--- config.mk ---
export PLATFORM = sky130hd
export DESIGN_NAME = vent_ctrl
export DESIGN_NICKNAME = d
export VERILOG_FILES = /design/src/common/vent_pkg.sv /design/src/rtl/vent_channel.sv /design/src/rtl/vent_ctrl.sv /design/src/rtl/vent_sync.sv
export VERILOG_INCLUDE_DIRS = /design/src /design/src/common
export SDC_FILE = /design/constraint.sdc
export NUM_CORES = 1
export LEC_CHECK = 0
export ABC_AREA = 1
export BUFFER_PORTS_ARGS = -buffer_cell sky130_fd_sc_hd__buf_2
export CAP_MARGIN = 25
export CORE_UTILIZATION = 50
export CTS_BUF_LIST = sky130_fd_sc_hd__clkbuf_4 sky130_fd_sc_hd__clkbuf_8
export DETAILED_ROUTE_END_ITERATION = 8
export GPL_TIMING_DRIVEN = 0
export PLACE_DENSITY = 0.75
export SLEW_MARGIN = 20
export SYNTH_ARGS = -nofsm -noshare
export SYNTH_HDL_FRONTEND = slang
export SYNTH_SLANG_ARGS = --single-unit
--- constraint.sdc ---
create_clock -name CORE_CLK -period 3.1 [get_ports CORE_CLK]
set_input_delay 0.465 -clock CORE_CLK [delete_from_list [all_inputs] [get_ports CORE_CLK]]
set_output_delay 0.465 -clock CORE_CLK [all_outputs]
set_load 0.05 [all_outputs]
--- src/common/vent_regs.svh ---
// Purpose: offsets, field positions, reset values and timing counts for the venting block
// Assumes: Avalon-MM word addressing of 32-bit registers, byte address = 4 * word
// Notes: definitions only
`ifndef VENT_REGS_SVH
`define VENT_REGS_SVH
`define ADDR_W 4
`define OFF_CTRL 4'h0
`define OFF_FUNC 4'h1
`define OFF_UPPER_PF 4'h2
`define OFF_LOWER_PF 4'h3
`define OFF_UPPER_A 4'h4
`define OFF_UPPER_B 4'h5
`define OFF_UPPER_C 4'h6
`define OFF_LOWER_A 4'h7
`define OFF_LOWER_B 4'h8
`define OFF_LOWER_C 4'h9
`define OFF_PSTART_EN 4'hA
`define OFF_PLIMIT 4'hB
`define OFF_STATUS 4'hC
`define CW_START_BIT 0
`define CW_INHIBIT_A_BIT 5
`define CW_INHIBIT_B_BIT 14
`define CW_INHIBIT_C_BIT 15
`define FC_PF_VENT 8'h19
`define FC_STOP_VENT 8'h28
`define FC_COMBINED 8'h29
`define FREQ_W 16
`define PRES_W 16
`define RST_CTRL 16'h0000
`define RST_FUNC 8'h00
`define RST_THRESH 16'h0000
`define RST_PLIMIT 16'h0000
`define SYNC_STAGES 2
`endif

--- src/common/vent_pkg.sv ---
// Purpose: types for the venting output and pressure start block
// Assumes: vent_regs.svh supplies the numbers
// Notes: none
`include "vent_regs.svh"
package vent_pkg;
  typedef struct packed {
    logic [`FREQ_W-1:0] upper;
    logic [`FREQ_W-1:0] lower;
  } thresh_t;
  typedef struct packed {
    logic supply_fail;
    logic stop_cmd;
    logic [`FREQ_W-1:0] freq;
  } vent_in_t;
  typedef struct packed {
    logic [`ADDR_W-1:0] address;
    logic read;
    logic write;
    logic [31:0] writedata;
  } avs_req_t;
endpackage : vent_pkg

--- src/rtl/vent_channel.sv ---
// Purpose: per-output venting decision with hysteresis
// Assumes: inputs already synchronised, thresholds static while in use
// Notes: output holds between crossings
`timescale 1ns/1ps
module vent_channel
  import vent_pkg::*;
(
  input wire logic clk,
  input wire logic rst,
  input wire logic [7:0] func_code,
  input wire logic inhibit,
  input wire vent_pkg::vent_in_t vin,
  input wire vent_pkg::thresh_t pf_th,
  input wire vent_pkg::thresh_t stop_th,
  output logic out_q
);
  logic latch_q;
  logic latch_d;
  logic out_d;
  logic turning;
  assign turning = vin.freq != '0;
  always_comb begin
    latch_d = latch_q;
    out_d = out_q;
    unique case (func_code)
      `FC_PF_VENT: begin
        // once cut, stay cut until below the lower limit
        if (vin.supply_fail && vin.freq < pf_th.upper) latch_d = 1'b1;
        if (vin.freq < pf_th.lower) latch_d = 1'b0;
        out_d = !latch_d;
      end
      `FC_STOP_VENT: begin
        out_d = vin.stop_cmd && turning;
        latch_d = 1'b0;
      end
      `FC_COMBINED: begin
        if (vin.supply_fail && vin.freq < pf_th.upper) latch_d = 1'b1;
        if (vin.stop_cmd && vin.freq < stop_th.upper) latch_d = 1'b1;
        if (vin.freq < pf_th.lower && !(vin.stop_cmd && vin.freq >= stop_th.lower)) begin
          latch_d = 1'b0;
        end
        out_d = !latch_d;
      end
      default: begin
        latch_d = 1'b0;
        out_d = 1'b0;
      end
    endcase
  end
  always_ff @(posedge clk) begin
    if (rst) begin
      latch_q <= 1'b0;
    end else begin
      latch_q <= latch_d;
    end
  end
  always_ff @(posedge clk) begin
    if (rst) begin
      out_q <= 1'b0;
    end else if (!inhibit) begin
      out_q <= out_d;
    end
  end
endmodule : vent_channel

--- src/rtl/vent_ctrl.sv ---
// Purpose: venting accessory outputs and pressure-gated pump start
// Assumes: supply-fail, frequency and pressure arrive as asynchronous pin levels
// Notes: parameters and control word written over Avalon-MM
//
// Overview of operation
// - code 25: power fail below upper limit cuts the output
// - code 25: below lower limit the output is set again
// - power-fail thresholds come from upper and lower registers in hertz
// - each of three outputs uses its own code and stop thresholds
// - code 40: output is off by default
// - code 40: output on while stop present and rotor turning
// - control word bits 5, 14, 15 freeze outputs a, b, c
// - code 41: output on by default
// - code 41: power fail below upper cuts, below lower restores
// - code 41: stop below upper cuts, below both its own lower and the power-fail lower restores
// - stop-triggered thresholds come from per-output upper and lower registers
// - pressure start enable register: 0 disables, 1 enables
// - pressure limit comes from its own register
// - enabled: pump runs only with start and pressure below limit
`timescale 1ns/1ps
module vent_ctrl
  import vent_pkg::*;
(
  input wire logic CORE_CLK,
  input wire logic RESET,
  input wire logic [`ADDR_W-1:0] AVS_ADDRESS,
  input wire logic AVS_READ,
  input wire logic AVS_WRITE,
  input wire logic [31:0] AVS_WRITEDATA,
  output logic [31:0] AVS_READDATA,
  output logic AVS_WAITREQUEST,
  input wire logic SUPPLY_FAIL,
  input wire logic [`FREQ_W-1:0] ROTOR_FREQ,
  input wire logic [`PRES_W-1:0] PRESSURE,
  output logic ACCESSORY_OUT_A,
  output logic ACCESSORY_OUT_B,
  output logic ACCESSORY_OUT_C,
  output logic PUMP_RUN
);
  import vent_pkg::*;

  logic [15:0] host_control_word_q;
  logic [7:0] func_q [3];
  logic [`FREQ_W-1:0] upper_pf_q;
  logic [`FREQ_W-1:0] lower_pf_q;
  logic [`FREQ_W-1:0] upper_q [3];
  logic [`FREQ_W-1:0] lower_q [3];
  logic pressure_start_enable_q;
  logic [`PRES_W-1:0] plimit_q;
  logic ack_q;
  logic [31:0] rdata_d;
  logic [`FREQ_W+`PRES_W:0] sync_out;
  logic fail_s;
  logic [`FREQ_W-1:0] freq_s;
  logic [`PRES_W-1:0] pres_s;
  logic [2:0] acc;
  logic [2:0] inhibit;
  logic run_d;
  logic access;

  // pins are asynchronous; a slowly moving bus may be sampled mid-change, harmless here
  vent_sync #(.W(`FREQ_W + `PRES_W + 1)) u_sync (
    .clk(CORE_CLK),
    .rst(RESET),
    .din({SUPPLY_FAIL, ROTOR_FREQ, PRESSURE}),
    .dout(sync_out)
  );
  assign {fail_s, freq_s, pres_s} = sync_out;

  // one wait state: every access ends on the second edge
  assign access = (AVS_READ || AVS_WRITE) && !ack_q;
  always_ff @(posedge CORE_CLK) begin
    if (RESET) begin
      ack_q <= 1'b0;
    end else begin
      ack_q <= access;
    end
  end
  always_ff @(posedge CORE_CLK) begin
    if (RESET) begin
      AVS_WAITREQUEST <= 1'b1;
    end else begin
      AVS_WAITREQUEST <= !access;
    end
  end

  always_ff @(posedge CORE_CLK) begin
    if (RESET) begin
      host_control_word_q <= `RST_CTRL;
      upper_pf_q <= `RST_THRESH;
      lower_pf_q <= `RST_THRESH;
      pressure_start_enable_q <= 1'b0;
      plimit_q <= `RST_PLIMIT;
      for (int i = 0; i < 3; i++) begin
        func_q[i] <= `RST_FUNC;
        upper_q[i] <= `RST_THRESH;
        lower_q[i] <= `RST_THRESH;
      end
    end else if (AVS_WRITE && access) begin
      unique case (AVS_ADDRESS)
        `OFF_CTRL: host_control_word_q <= AVS_WRITEDATA[15:0];
        `OFF_FUNC: begin
          func_q[0] <= AVS_WRITEDATA[7:0];
          func_q[1] <= AVS_WRITEDATA[15:8];
          func_q[2] <= AVS_WRITEDATA[23:16];
        end
        `OFF_UPPER_PF: upper_pf_q <= AVS_WRITEDATA[15:0];
        `OFF_LOWER_PF: lower_pf_q <= AVS_WRITEDATA[15:0];
        `OFF_UPPER_A: upper_q[0] <= AVS_WRITEDATA[15:0];
        `OFF_UPPER_B: upper_q[1] <= AVS_WRITEDATA[15:0];
        `OFF_UPPER_C: upper_q[2] <= AVS_WRITEDATA[15:0];
        `OFF_LOWER_A: lower_q[0] <= AVS_WRITEDATA[15:0];
        `OFF_LOWER_B: lower_q[1] <= AVS_WRITEDATA[15:0];
        `OFF_LOWER_C: lower_q[2] <= AVS_WRITEDATA[15:0];
        `OFF_PSTART_EN: pressure_start_enable_q <= AVS_WRITEDATA[0];
        `OFF_PLIMIT: plimit_q <= AVS_WRITEDATA[15:0];
        default: begin
        end
      endcase
    end
  end

  always_comb begin
    rdata_d = 32'h0000_0000;
    unique case (AVS_ADDRESS)
      `OFF_CTRL: rdata_d = {16'h0000, host_control_word_q};
      `OFF_FUNC: rdata_d = {8'h00, func_q[2], func_q[1], func_q[0]};
      `OFF_UPPER_PF: rdata_d = {16'h0000, upper_pf_q};
      `OFF_LOWER_PF: rdata_d = {16'h0000, lower_pf_q};
      `OFF_UPPER_A: rdata_d = {16'h0000, upper_q[0]};
      `OFF_UPPER_B: rdata_d = {16'h0000, upper_q[1]};
      `OFF_UPPER_C: rdata_d = {16'h0000, upper_q[2]};
      `OFF_LOWER_A: rdata_d = {16'h0000, lower_q[0]};
      `OFF_LOWER_B: rdata_d = {16'h0000, lower_q[1]};
      `OFF_LOWER_C: rdata_d = {16'h0000, lower_q[2]};
      `OFF_PSTART_EN: rdata_d = {31'h0000_0000, pressure_start_enable_q};
      `OFF_PLIMIT: rdata_d = {16'h0000, plimit_q};
      `OFF_STATUS: rdata_d = {16'h0000, 11'h000, fail_s, PUMP_RUN, acc};
      default: rdata_d = 32'h0000_0000;
    endcase
  end
  always_ff @(posedge CORE_CLK) begin
    if (RESET) begin
      AVS_READDATA <= 32'h0000_0000;
    end else if (AVS_READ && access) begin
      AVS_READDATA <= rdata_d;
    end
  end

  assign inhibit = {host_control_word_q[`CW_INHIBIT_C_BIT],
                    host_control_word_q[`CW_INHIBIT_B_BIT],
                    host_control_word_q[`CW_INHIBIT_A_BIT]};

  // three independent channels, each with its own code and stop thresholds
  for (genvar g = 0; g < 3; g++) begin : g_ch
    vent_channel u_ch (
      .clk(CORE_CLK),
      .rst(RESET),
      .func_code(func_q[g]),
      .inhibit(inhibit[g]),
      .vin('{supply_fail: fail_s,
             stop_cmd: !host_control_word_q[`CW_START_BIT],
             freq: freq_s}),
      .pf_th('{upper: upper_pf_q, lower: lower_pf_q}),
      .stop_th('{upper: upper_q[g], lower: lower_q[g]}),
      .out_q(acc[g])
    );
  end

  always_ff @(posedge CORE_CLK) begin
    if (RESET) begin
      ACCESSORY_OUT_A <= 1'b0;
      ACCESSORY_OUT_B <= 1'b0;
      ACCESSORY_OUT_C <= 1'b0;
    end else begin
      ACCESSORY_OUT_A <= acc[0];
      ACCESSORY_OUT_B <= acc[1];
      ACCESSORY_OUT_C <= acc[2];
    end
  end

  // start is level-gated: pressure reaching the limit stops the pump again
  always_comb begin
    if (pressure_start_enable_q) begin
      run_d = host_control_word_q[`CW_START_BIT] && (pres_s < plimit_q);
    end else begin
      run_d = host_control_word_q[`CW_START_BIT];
    end
  end
  always_ff @(posedge CORE_CLK) begin
    if (RESET) begin
      PUMP_RUN <= 1'b0;
    end else begin
      PUMP_RUN <= run_d;
    end
  end
endmodule : vent_ctrl

--- src/rtl/vent_sync.sv ---
// Purpose: two-stage synchroniser for a bundle of pin levels
// Assumes: inputs are quasi-static levels from outside the clock domain
// Notes: first stage is read only by the second
`timescale 1ns/1ps
module vent_sync #(
  parameter int W = 1
) (
  input wire logic clk,
  input wire logic rst,
  input wire logic [W-1:0] din,
  output logic [W-1:0] dout
);
  logic [W-1:0] meta_q;
  always_ff @(posedge clk) begin
    if (rst) begin
      meta_q <= '0;
      dout <= '0;
    end else begin
      meta_q <= din;
      dout <= meta_q;
    end
  end
endmodule : vent_sync
==> results of run 1 <==
worst max path at each step:
stage | depth (start not counted) | start | to | slack (ns)
2_1_floorplan | 4 | AVS_WRITE | func_q[0][0] | 0.1
3_3_place_gp | 5 | AVS_ADDRESS[0] | func_q[0][18] | -1.08
3_5_place_dp | 4 | RESET | u_sync.dout[16] | 0.44
4_1_cts | 11 | u_sync.dout[31] | g_ch[0].u_ch.out_q | 0.61
5_1_grt | 11 | u_sync.dout[31] | g_ch[0].u_ch.out_q | 0.39
6_report | 11 | u_sync.dout[31] | g_ch[0].u_ch.out_q | 0.51
metrics by stage:
stage / worst slack (ns) / hold WS [ns] / total power, uW / instance area (um2) / TNS, ns
final: 0.513 / 0.0943 / 8620 / 16400 / 0
after global routing: 0.386 / 0.0911 / 8920 / 16400 / 0
after CTS: 0.605 / 0.0743 / 8630 / 16400 / 0
after detailed placement: 0.437 / 0.394 / 5160 / 15300 / 0
after global placement: -1.08 / 0.391 / 5120 / 15200 / -93.53
after floorplan: 0.0966 / 0.388 / 4800 / 14300 / 0
synthesized netlist by cell type (11+ instances only):
| library cell | count |
|---|---|
| a21oi_1 | 166 |
| a221oi_1 | 25 |
| buf_2 | 11 |
| buf_4 | 11 |
| clkbuf_1 | 29 |
| dfxtp_1 | 167 |
| edfxtp_1 | 120 |
| ha_1 | 138 |
| inv_1 | 314 |
| nand2_1 | 254 |
| nand3_1 | 47 |
| nor2_1 | 176 |
| nor3_1 | 12 |
| nor4_1 | 15 |
| o21ai_0 | 94 |
| o22ai_1 | 37 |
registers in the layout (all words and copies together) (netlist names), 3 cells and up:
signal,flops
lower_pf_q,16
AVS_READDATA,24
func_q,24
plimit_q,16
upper_pf_q,16
host_control_word_q,16
lower_q,48
upper_q,48
g_ch.u_ch.out_q,3
g_ch.u_ch.latch_q,3
u_sync.meta_q,33
u_sync.dout,33
power breakdown:
group / internal, uW / switching, uW / total [uW]
logic: 290 / 640 / 930
registers: 4070 / 102 / 4180
clock network: 1970 / 1550 / 3520
total: 6330 / 2290 / 8620
worst min-delay path, cell delays in order:
cell and delay, ns:
buf_2 0.07, inv_1 0.03, nor2_1 0.06
per-layer routing:
| layer | vias up | global-route usage |
|---|---|---|
| met1 | 5704 | 0.406 |
| met3 | 132 | 0.0659 |
| met2 | 697 | 0.482 |
| met4 | 0 | 0.144 |
| met5 | - | 0 |
| li1 | 5830 | - |
area by class of cell:
cell class,count,area (um2)
Fill cell,2563,11600
Sequential cell,287,6950
Multi-Input combinational cell,1017,5900
Inverter,318,1200
Clock buffer,69,868
Timing Repair Buffer,99,556
Tap cell,378,473
Buffer,55,277
Clock inverter,19,140
cell families (layout without fill, tap and decap cells):
kind of cell             after synthesis  in the layout  share of synthesized area
AND/OR/NAND/NOR                      521            521                      0.149
buffers and inverters                373            560                      0.103
AO/OA/AOI/OAI                        350            350                      0.139
flip-flops                           287            287                      0.487
adder cells (fa/ha/maj)              138            138                      0.121
other                                  1              8                   0.000263
==> results.py, run 1 <==
metrics = {
    "yosys": {
        "ys_types": 38,
        "syn-mean-instance-area_um2": 8.54,
        "synth_top_area_cell": "edfxtp_1",
        "yosysSeqAreaShare": 0.487,
        "synth_edf_count": 120,
        "yosysWarnings": 0,
        "synth_area_mm2": 0.0143,
        "synthCells": 1670,
        "async_reset_ff_frac": 0,
        "synth_top_area_share": 0.253,
        "ys_ff_latch": 287,
        "ys.flop_type": "dfxtp_1",
        "synth.area.top_cells": "edfxtp_1, dfxtp_1, ha_1",
    },
    "global_routing": {
        "grt.overflow.total": 0,
        "grt_pass1_vias": 11497,
        "grt_pass1_wl_um": 65400,
        "global_route.usage.total": 0.308,
        "antenna_found_initial": 0,
        "grt_max_degree": 17,
    },
    "floorplan": {
        "die_w_um": 171,
        "core_mm2": 0.0279,
        "start_util": 0.510,
        "fp-row-count": 61,
        "pin_count": 110,
        "fp.dieArea_mm2": 0.0292,
        "die_h_um": 171,
    },
    "route": {
        "drc": 0,
        "dr.pass1.iters": 8,
        "vias": 12363,
        "met1Wirelength_um": 17600,
        "drt-vias-per-instance": 5.51,
        "ant_nets": 0,
        "wl_met3_um": 5280,
        "wirelength_um": 44700,
        "highest_layer": "met4",
        "wl_per_cell_um": 20.0,
        "drtIter0Drc": 1419,
        "wl_met2_um": 19600,
    },
    "worst_setup_path": {
        "cp_common_cell": "nand2_1",
        "rr_startpoint": "u_sync.dout[31]",
        "crit_chain": "ha_1 -> a211oi_1 -> nand2_1 -> nor2_1 -> nand2_1 -> nand2_1 -> nand2_1 -> a21oi_1 -> nand2_1 -> nand2_1 -> nand2_1",
        "worstPathArrival_ns": 3.04,
        "crit_slowest_cell": "dfxtp_1",
        "regToRegSetupSlack_ns": 0.51,
        "crit_required_ns": 3.56,
        "start_kind": "register",
        "worstSetupEndpointType": "register",
        "worst-path-max-fanout": 9,
        "criticalPathCategory": "register to register",
        "r2r_cells": 11,
        "path_buf_inv": 0,
        "cpPeakStageDelay_ns": 0.76,
        "worst_path_dominant_cell_family": "simple AND/OR/NAND/NOR gates",
        "r2r-end": "g_ch[0].u_ch.out_q",
    },
    "sta": {
        "max_freq_mhz": 387,
        "rsz0062_at_grt": "false",
        "worst_pin_slew_ns": 0.896,
        "maxSlewViolCount": 0,
        "min_period_over_period": 0.835,
        "setup_viol": 0,
        "hold_viol_final": 0,
        "clock_skew_ns": 0.0235,
        "post-route-min-period_ns": 2.59,
        "slew_headroom": 0.403,
    },
    "placed_design": {
        "gp_congestion": 0.986,
        "dp.cells": 2154,
        "port_buffers": 92,
        "dpl.hpwl_um": 34300,
    },
    "outcome": {
        "outcome": "complete, no violations",
    },
    "final_layout": {
        "final_cell_mix": "inv_1, nand2_1, nor2_1, dfxtp_1, a21oi_1",
        "final_common_cell": "inv_1",
        "fin_util": 0.585,
        "fin_nets": 2036,
        "drive_gt1_frac": 0.122,
        "final_cells": 2242,
        "n_antenna_cell": 0,
        "areaGrowthSynthToFinish_pct": 14.7,
    },
    "clock_tree": {
        "cts.sinks": 287,
        "cts_tree": "yes",
        "htree_num_levels": 2,
        "cts_root_buf": "clkbuf_8",
        "clk_pin_slew_ns": 0.06,
        "cts_resized": 0,
        "postCtsSetupBuffers": 0,
        "clockBufferDepth": 3,
        "clk_latency_ns": 0.58,
        "hold_buffers": 0,
        "numCtsBuffers": 47,
    },
    "min_path": {
        "min_path_type": "input port to register",
        "hold_start": "PRESSURE[14]",
        "hold_depth": 3,
        "holdPathEnd": "u_sync.meta_q[14]",
    },
    "power": {
        "powerDensity_mw_per_mm2": 527,
        "leakagePower_uw": 0.00767,
        "vdd_drop_max_mv": 0.354,
    },
    "run": {
        "maxCapViolCount": 0,
    },
}
No activity file was read; power rests on OpenSTA's default activity.
==> run 2, diff against run 1 <==
==> constraint.sdc (replaced) <==
create_clock -name CORE_CLK -period 2.11 [get_ports CORE_CLK]
set_input_delay 0.3165 -clock CORE_CLK [delete_from_list [all_inputs] [get_ports CORE_CLK]]
set_output_delay 0.3165 -clock CORE_CLK [all_outputs]
set_load 0.05 [all_outputs]
==> run 2 against run 1 <==
Sequential share of layout area down 1.1 points; register-to-register slack worse by 0.46 ns; global-route usage up 0.85 points; setup slack worse by 0.46 ns; critical path type unchanged; critical endpoint unchanged; largest power group unchanged.
==> results.py, run 2 (synthesized netlist as in run 1, its figures left out) <==
metrics = {
    "global_routing": {
        "grt.overflow.total": 0,
        "global_route.usage.total": 0.316,
        "grt_max_degree": 25,
        "antenna_found_initial": 0,
        "grt_pass1_wl_um": 67900,
        "grt_pass1_vias": 12058,
    },
    "power": {
        "leakagePower_uw": 0.00790,
        "vdd_drop_max_mv": 0.517,
        "powerDensity_mw_per_mm2": 758,
    },
    "final_layout": {
        "final_cells": 2284,
        "final_common_cell": "inv_1",
        "final_cell_mix": "inv_1, nand2_1, nor2_1, a21oi_1, dfxtp_1",
        "ff_latch_area_mm2": 0.00700,
        "fill_cells": 2463,
        "fin_nets": 2078,
        "reg_top3": "lower_q (48), upper_q (48)",
        "multi_input_area_mm2": 0.00601,
        "drive_gt1_frac": 0.146,
        "areaGrowthSynthToFinish_pct": 18.7,
        "n_antenna_cell": 0,
    },
    "placed_design": {
        "dpl_worst_slack_ns": -0.463,
        "gp_congestion": 0.998,
        "port_buffers": 92,
        "dp.cells": 2153,
        "dpl.hpwl_um": 34100,
    },
    "clock_tree": {
        "htree_num_levels": 2,
        "clk_pin_slew_ns": 0.07,
        "clockBufferDepth": 3,
        "numCtsBuffers": 48,
        "clk_latency_ns": 0.58,
        "cts_tree": "yes",
        "cts.sinks": 287,
        "cts_root_buf": "clkbuf_8",
    },
    "sta": {
        "worst_pin_slew_ns": 0.942,
        "clock_skew_ns": 0.0152,
        "maxSlewViolCount": 0,
        "setup_viol": 0,
        "rsz0062_at_grt": "true",
        "max_freq_mhz": 486,
        "hold_viol_final": 0,
        "min_period_over_period": 0.975,
        "setup_ws_ns": 0.0518,
        "post-route-min-period_ns": 2.06,
        "fin_setup_tns_ns": 0,
        "slew_headroom": 0.372,
    },
    "worst_setup_path": {
        "worstSetupEndpointType": "register",
        "worstPathArrival_ns": 2.52,
        "criticalPathCategory": "register to register",
        "start_kind": "register",
        "crit_required_ns": 2.58,
        "worst-path-max-fanout": 9,
    },
    "floorplan": {
        "core_mm2": 0.0279,
        "fp.dieArea_mm2": 0.0292,
        "start_util": 0.510,
        "die_h_um": 171,
        "pin_count": 110,
        "fp-row-count": 61,
        "die_w_um": 171,
    },
    "route": {
        "vias": 12764,
        "drc": 0,
        "wirelength_um": 45900,
        "drt-vias-per-instance": 5.59,
        "dr.pass1.iters": 6,
        "drtIter0Drc": 1522,
        "ant_nets": 0,
        "wl_per_cell_um": 20.1,
    },
    "outcome": {
        "outcome": "complete, no violations",
    },
    "min_path": {
        "min_path_type": "input port to register",
    },
    "run": {
        "maxCapViolCount": 0,
    },
}
[run 2: cell types whose count changed in the layout (fill, tap and decap cells not counted), sizes merged]
cell | previous run | this run
buf | 125 | 133
clkinvlp | 1 | 2
clkinv | 15 | 9
clkbuf | 98 | 106
dlygate4sd3 | 0 | 33
bufinv | 2 | 0
[run 2: worst max-delay path, cell delays in order, from the launching register on]
cell,delay (ns)
dfxtp_4,0.48
ha_1,0.29
a211oi_1,0.29
nand2_1,0.13
nor2_2,0.14
nand2_4,0.11
nand2_1,0.09
nand2_1,0.05
a21oi_1,0.12
nand2_1,0.07
nand2_2,0.10
nand2_1,0.06
[run 2: final timing paths]
| kind | start | end | slack, ns | depth (start not counted) |
|---|---|---|---|---|
| max reg2reg | u_sync.dout[31] | g_ch[0].u_ch.out_q | 0.05 | 11 |
| max | u_sync.dout[31] | g_ch[0].u_ch.out_q | 0.05 | 11 |
| min | AVS_WRITEDATA[19] | func_q[0][19] | 0.03 | 3 |
| min reg2reg | u_sync.meta_q[30] | u_sync.dout[30] | 0.38 | 2 |
[run 2: repair_timing]
item	in CTS	in global routing
endpoints found under the setup margin	103	28
setup buffers	0	9
pin swaps	1	5
hold endpoints to repair	33	0
resized for setup	27	29
hold buffers	33	0
[run 2: final cells by class]
| type | count | share of cell area |
|---|---|---|
| clock inverter | 12 | 0.00399 |
| tap | 378 | 0.0279 |
| clock buffer | 77 | 0.0571 |
| inverter | 318 | 0.0707 |
| buffer | 55 | 0.0163 |
| multi-input combinational | 1017 | 0.355 |
| timing repair buffer | 140 | 0.0554 |
| sequential | 287 | 0.414 |
[run 2: metrics by stage]
stage          hold WS, ns  total power (uW)  cell area [um2]  utilization
2_1_floorplan        0.388              7050            14300            -
3_3_place_gp         0.392              7510            15200        0.545
3_5_place_dp         0.394              7580            15300        0.549
4_1_cts             0.0104             12800            16800        0.600
5_1_grt             0.0507             13300            16900        0.606
6_report            0.0349             12800            16900        0.606
[run 2: report_power, final]
group / switching, uW / total [uW] / internal, uW
logic: 985 / 1470 / 483
registers: 144 / 6120 / 5980
clock network: 2330 / 5240 / 2910
total: 3460 / 12800 / 9370
[run 2: layer usage]
layer  wire length (um)  GRT usage  vias up
met5                  0          0        -
met4               2440      0.165        0
met3               5670     0.0675      144
met2              20400      0.501      792
met1              17400      0.406     5915
li1                   -          -     5913
==> run 3, diff against run 2 <==
--- a/config.mk
+++ b/config.mk
@@ -9,11 +9,11 @@
 export ABC_AREA = 1
 export BUFFER_PORTS_ARGS = -buffer_cell sky130_fd_sc_hd__buf_2
 export CAP_MARGIN = 25
-export CORE_UTILIZATION = 50
+export CORE_UTILIZATION = 40
 export CTS_BUF_LIST = sky130_fd_sc_hd__clkbuf_4 sky130_fd_sc_hd__clkbuf_8
 export DETAILED_ROUTE_END_ITERATION = 8
 export GPL_TIMING_DRIVEN = 0
-export PLACE_DENSITY = 0.75
+export PLACE_DENSITY = 0.63
 export SLEW_MARGIN = 20
 export SYNTH_ARGS = -nofsm -noshare
 export SYNTH_HDL_FRONTEND = slang
==> run 3 against run 2 <==
Clock skew rose by 0.021 ns; hold slack improved by 0.0066 ns; clock-buffer cell count fell by 2; sequential share of layout area fell by 0.46 points; cell count rose by 3.3%; largest cell class unchanged; first-iteration DRC count fell by 6.1%; core utilization fell by 11 points; non-clock buffer count fell by 4; register-to-register slack barely moved; flip-flop and latch count did not move; cell area rose by 1.0%; combinational power barely moved.
==> results.py, run 3 (synthesized netlist as in run 1, its figures left out) <==
metrics = {
    "sta": {
        "fin_setup_tns_ns": 0,
        "setup_viol": 0,
        "min_period_over_period": 0.981,
        "clock_skew_ns": 0.0362,
        "holdWs_ns": 0.0415,
        "maxSlewViolCount": 0,
        "max_freq_mhz": 483,
        "worst_pin_slew_ns": 1.06,
        "setup_ws_ns": 0.0404,
        "rsz0062_at_grt": "true",
        "hold_viol_final": 0,
        "slew_headroom": 0.291,
        "post-route-min-period_ns": 2.07,
    },
    "worst_setup_path": {
        "cp-startpoint": "u_sync.dout[21]",
        "path_buf_inv": 1,
        "cpPeakStageDelay_ns": 0.39,
        "cp_common_cell": "nand2_1",
        "crit_required_ns": 2.58,
        "rr_startpoint": "u_sync.dout[21]",
        "r2r_cells": 14,
        "crit_path_end": "g_ch[1].u_ch.out_q",
        "worst-path-max-fanout": 6,
        "r2r-end": "g_ch[1].u_ch.out_q",
        "regToRegSetupSlack_ns": 0.04,
        "criticalPathCategory": "register to register",
        "worstPathArrival_ns": 2.54,
        "start_kind": "register",
        "worst_path_dominant_cell_family": "simple AND/OR/NAND/NOR gates",
        "crit_chain": "buf_4 -> ha_1 -> a21oi_1 -> nor2_1 -> nor3_1 -> nand2_1 -> nand2_1 -> nand3_1 -> nand3_2 -> nand2_1 -> nand2_1 -> nand2_1 -> nand2_1 -> nand2_1",
        "crit_cells": 14,
        "crit_slowest_cell": "dfxtp_4",
        "worstSetupEndpointType": "register",
    },
    "power": {
        "leakagePower_uw": 0.00793,
        "vdd_drop_max_mv": 0.599,
        "p_clk_frac": 0.442,
        "powerDensity_mw_per_mm2": 793,
        "seq_power_share": 0.451,
        "combPwrFrac": 0.106,
        "netSwitchingFraction": 0.260,
        "intPower_uw": 10000,
        "p_sw_uw": 3530,
    },
    "floorplan": {
        "die_w_um": 191,
        "start_util": 0.410,
        "core_mm2": 0.0348,
        "die_h_um": 191,
        "fp-row-count": 68,
        "pin_count": 110,
        "fp.dieArea_mm2": 0.0364,
    },
    "final_layout": {
        "areaGrowthSynthToFinish_pct": 19.9,
        "fill_cells": 3300,
        "fin_nets": 2075,
        "n_antenna_cell": 0,
        "drive_gt1_frac": 0.143,
        "final_common_cell": "inv_1",
        "reg_top3": "lower_q (48), upper_q (48)",
        "final_cell_mix": "inv_1, nand2_1, nor2_1, a21oi_1, dfxtp_1",
        "stdcell_area_mm2": 0.0171,
    },
    "clock_tree": {
        "clk_pin_slew_ns": 0.06,
        "cts_root_buf": "clkbuf_8",
        "cts_tree": "yes",
        "clk_latency_ns": 0.61,
        "clockBufferDepth": 3,
        "numCtsBuffers": 49,
        "cts.sinks": 287,
        "htree_num_levels": 2,
    },
    "placed_design": {
        "dpl_worst_slack_ns": -0.742,
        "gp_congestion": 0.970,
        "dpl.hpwl_um": 34900,
        "port_buffers": 92,
        "post_dp_cell_area_mm2": 0.0154,
    },
    "route": {
        "ant_nets": 0,
        "drc": 0,
        "drtIter0Drc": 1429,
        "vias": 12448,
        "dr.pass1.iters": 6,
        "wirelength_um": 45200,
        "drt-vias-per-instance": 5.27,
        "wl_per_cell_um": 19.1,
    },
    "run": {
        "maxCapViolCount": 0,
    },
    "global_routing": {
        "grt_pass1_vias": 11744,
        "grt.overflow.total": 0,
        "antenna_found_initial": 0,
        "grt_max_degree": 25,
        "global_route.usage.total": 0.249,
        "grt_pass1_wl_um": 67700,
    },
    "outcome": {
        "outcome": "complete, no violations",
    },
    "min_path": {
        "min_path_type": "input port to register",
        "hold_depth": 3,
    },
}
==> run 3: final cells by class <==
| class | instances | area [um2] | area share |
|---|---|---|---|
| clock buffers | 75 | 926 | 0.0542 |
| well taps | 455 | 569 | 0.0333 |
| inverters | 318 | 1200 | 0.0700 |
| flip-flops and latches | 287 | 6990 | 0.409 |
| plain buffers | 55 | 277 | 0.0162 |
| clock inverters | 17 | 251 | 0.0147 |
| multi-input cells | 1017 | 5980 | 0.350 |
| repair buffers | 136 | 903 | 0.0529 |
==> run 3: routing by layer <==
layer	wire (um)	GRT usage	part of all wire	up-vias
met1	19100	0.343	0.42	5860
met4	1300	0.0840	0.029	0
met5	0	0	0	-
met2	20200	0.394	0.45	575
li1	-	-	-	5928
met3	4560	0.0416	0.10	85
==> run 3: tightest hold or removal path: cells and delay by family <==
| family | cells | cell delay, ns |
|---|---|---|
| buf+inv | 2 | 0.11 |
| simple gates | 1 | 0.09 |
==> run 3: per-stage QoR <==
step | util | std cells | power, uW
final | 0.491 | 2360 | 13600
after global routing | 0.491 | 2360 | 14000
after CTS | 0.488 | 2357 | 13600
after detailed placement | 0.443 | 2229 | 7570
after global placement | 0.440 | 2224 | 7520
after floorplan | - | 1677 | 7050
==> run 3: worst min path at each step <==
stage,start,to
finish,AVS_WRITEDATA[22],func_q[0][22]
global route,AVS_WRITEDATA[22],func_q[0][22]
CTS,AVS_WRITEDATA[16],func_q[0][16]
detailed placement,u_sync.meta_q[29],u_sync.dout[29]
global placement,u_sync.meta_q[7],u_sync.dout[7]
floorplan,u_sync.meta_q[0],u_sync.dout[0]
==> run 3: power by group through the flow <==
stage,Clock (uW),Combinational [uW],Sequential [uW]
after floorplan,0,823,6230
after global placement,0,1280,6240
after detailed placement,0,1340,6240
after CTS,6070,1400,6120
after global routing,6310,1600,6140
final,5990,1440,6120
==> run 3: timing repair <==
action / in CTS / in global routing
hold buffers: 36 / 0
endpoints found under the setup margin: 278 / 14
pin swaps: 0 / 2
gates resized for setup: 25 / 22
setup buffers: 0 / 3
endpoints found under the hold margin: 36 / 0
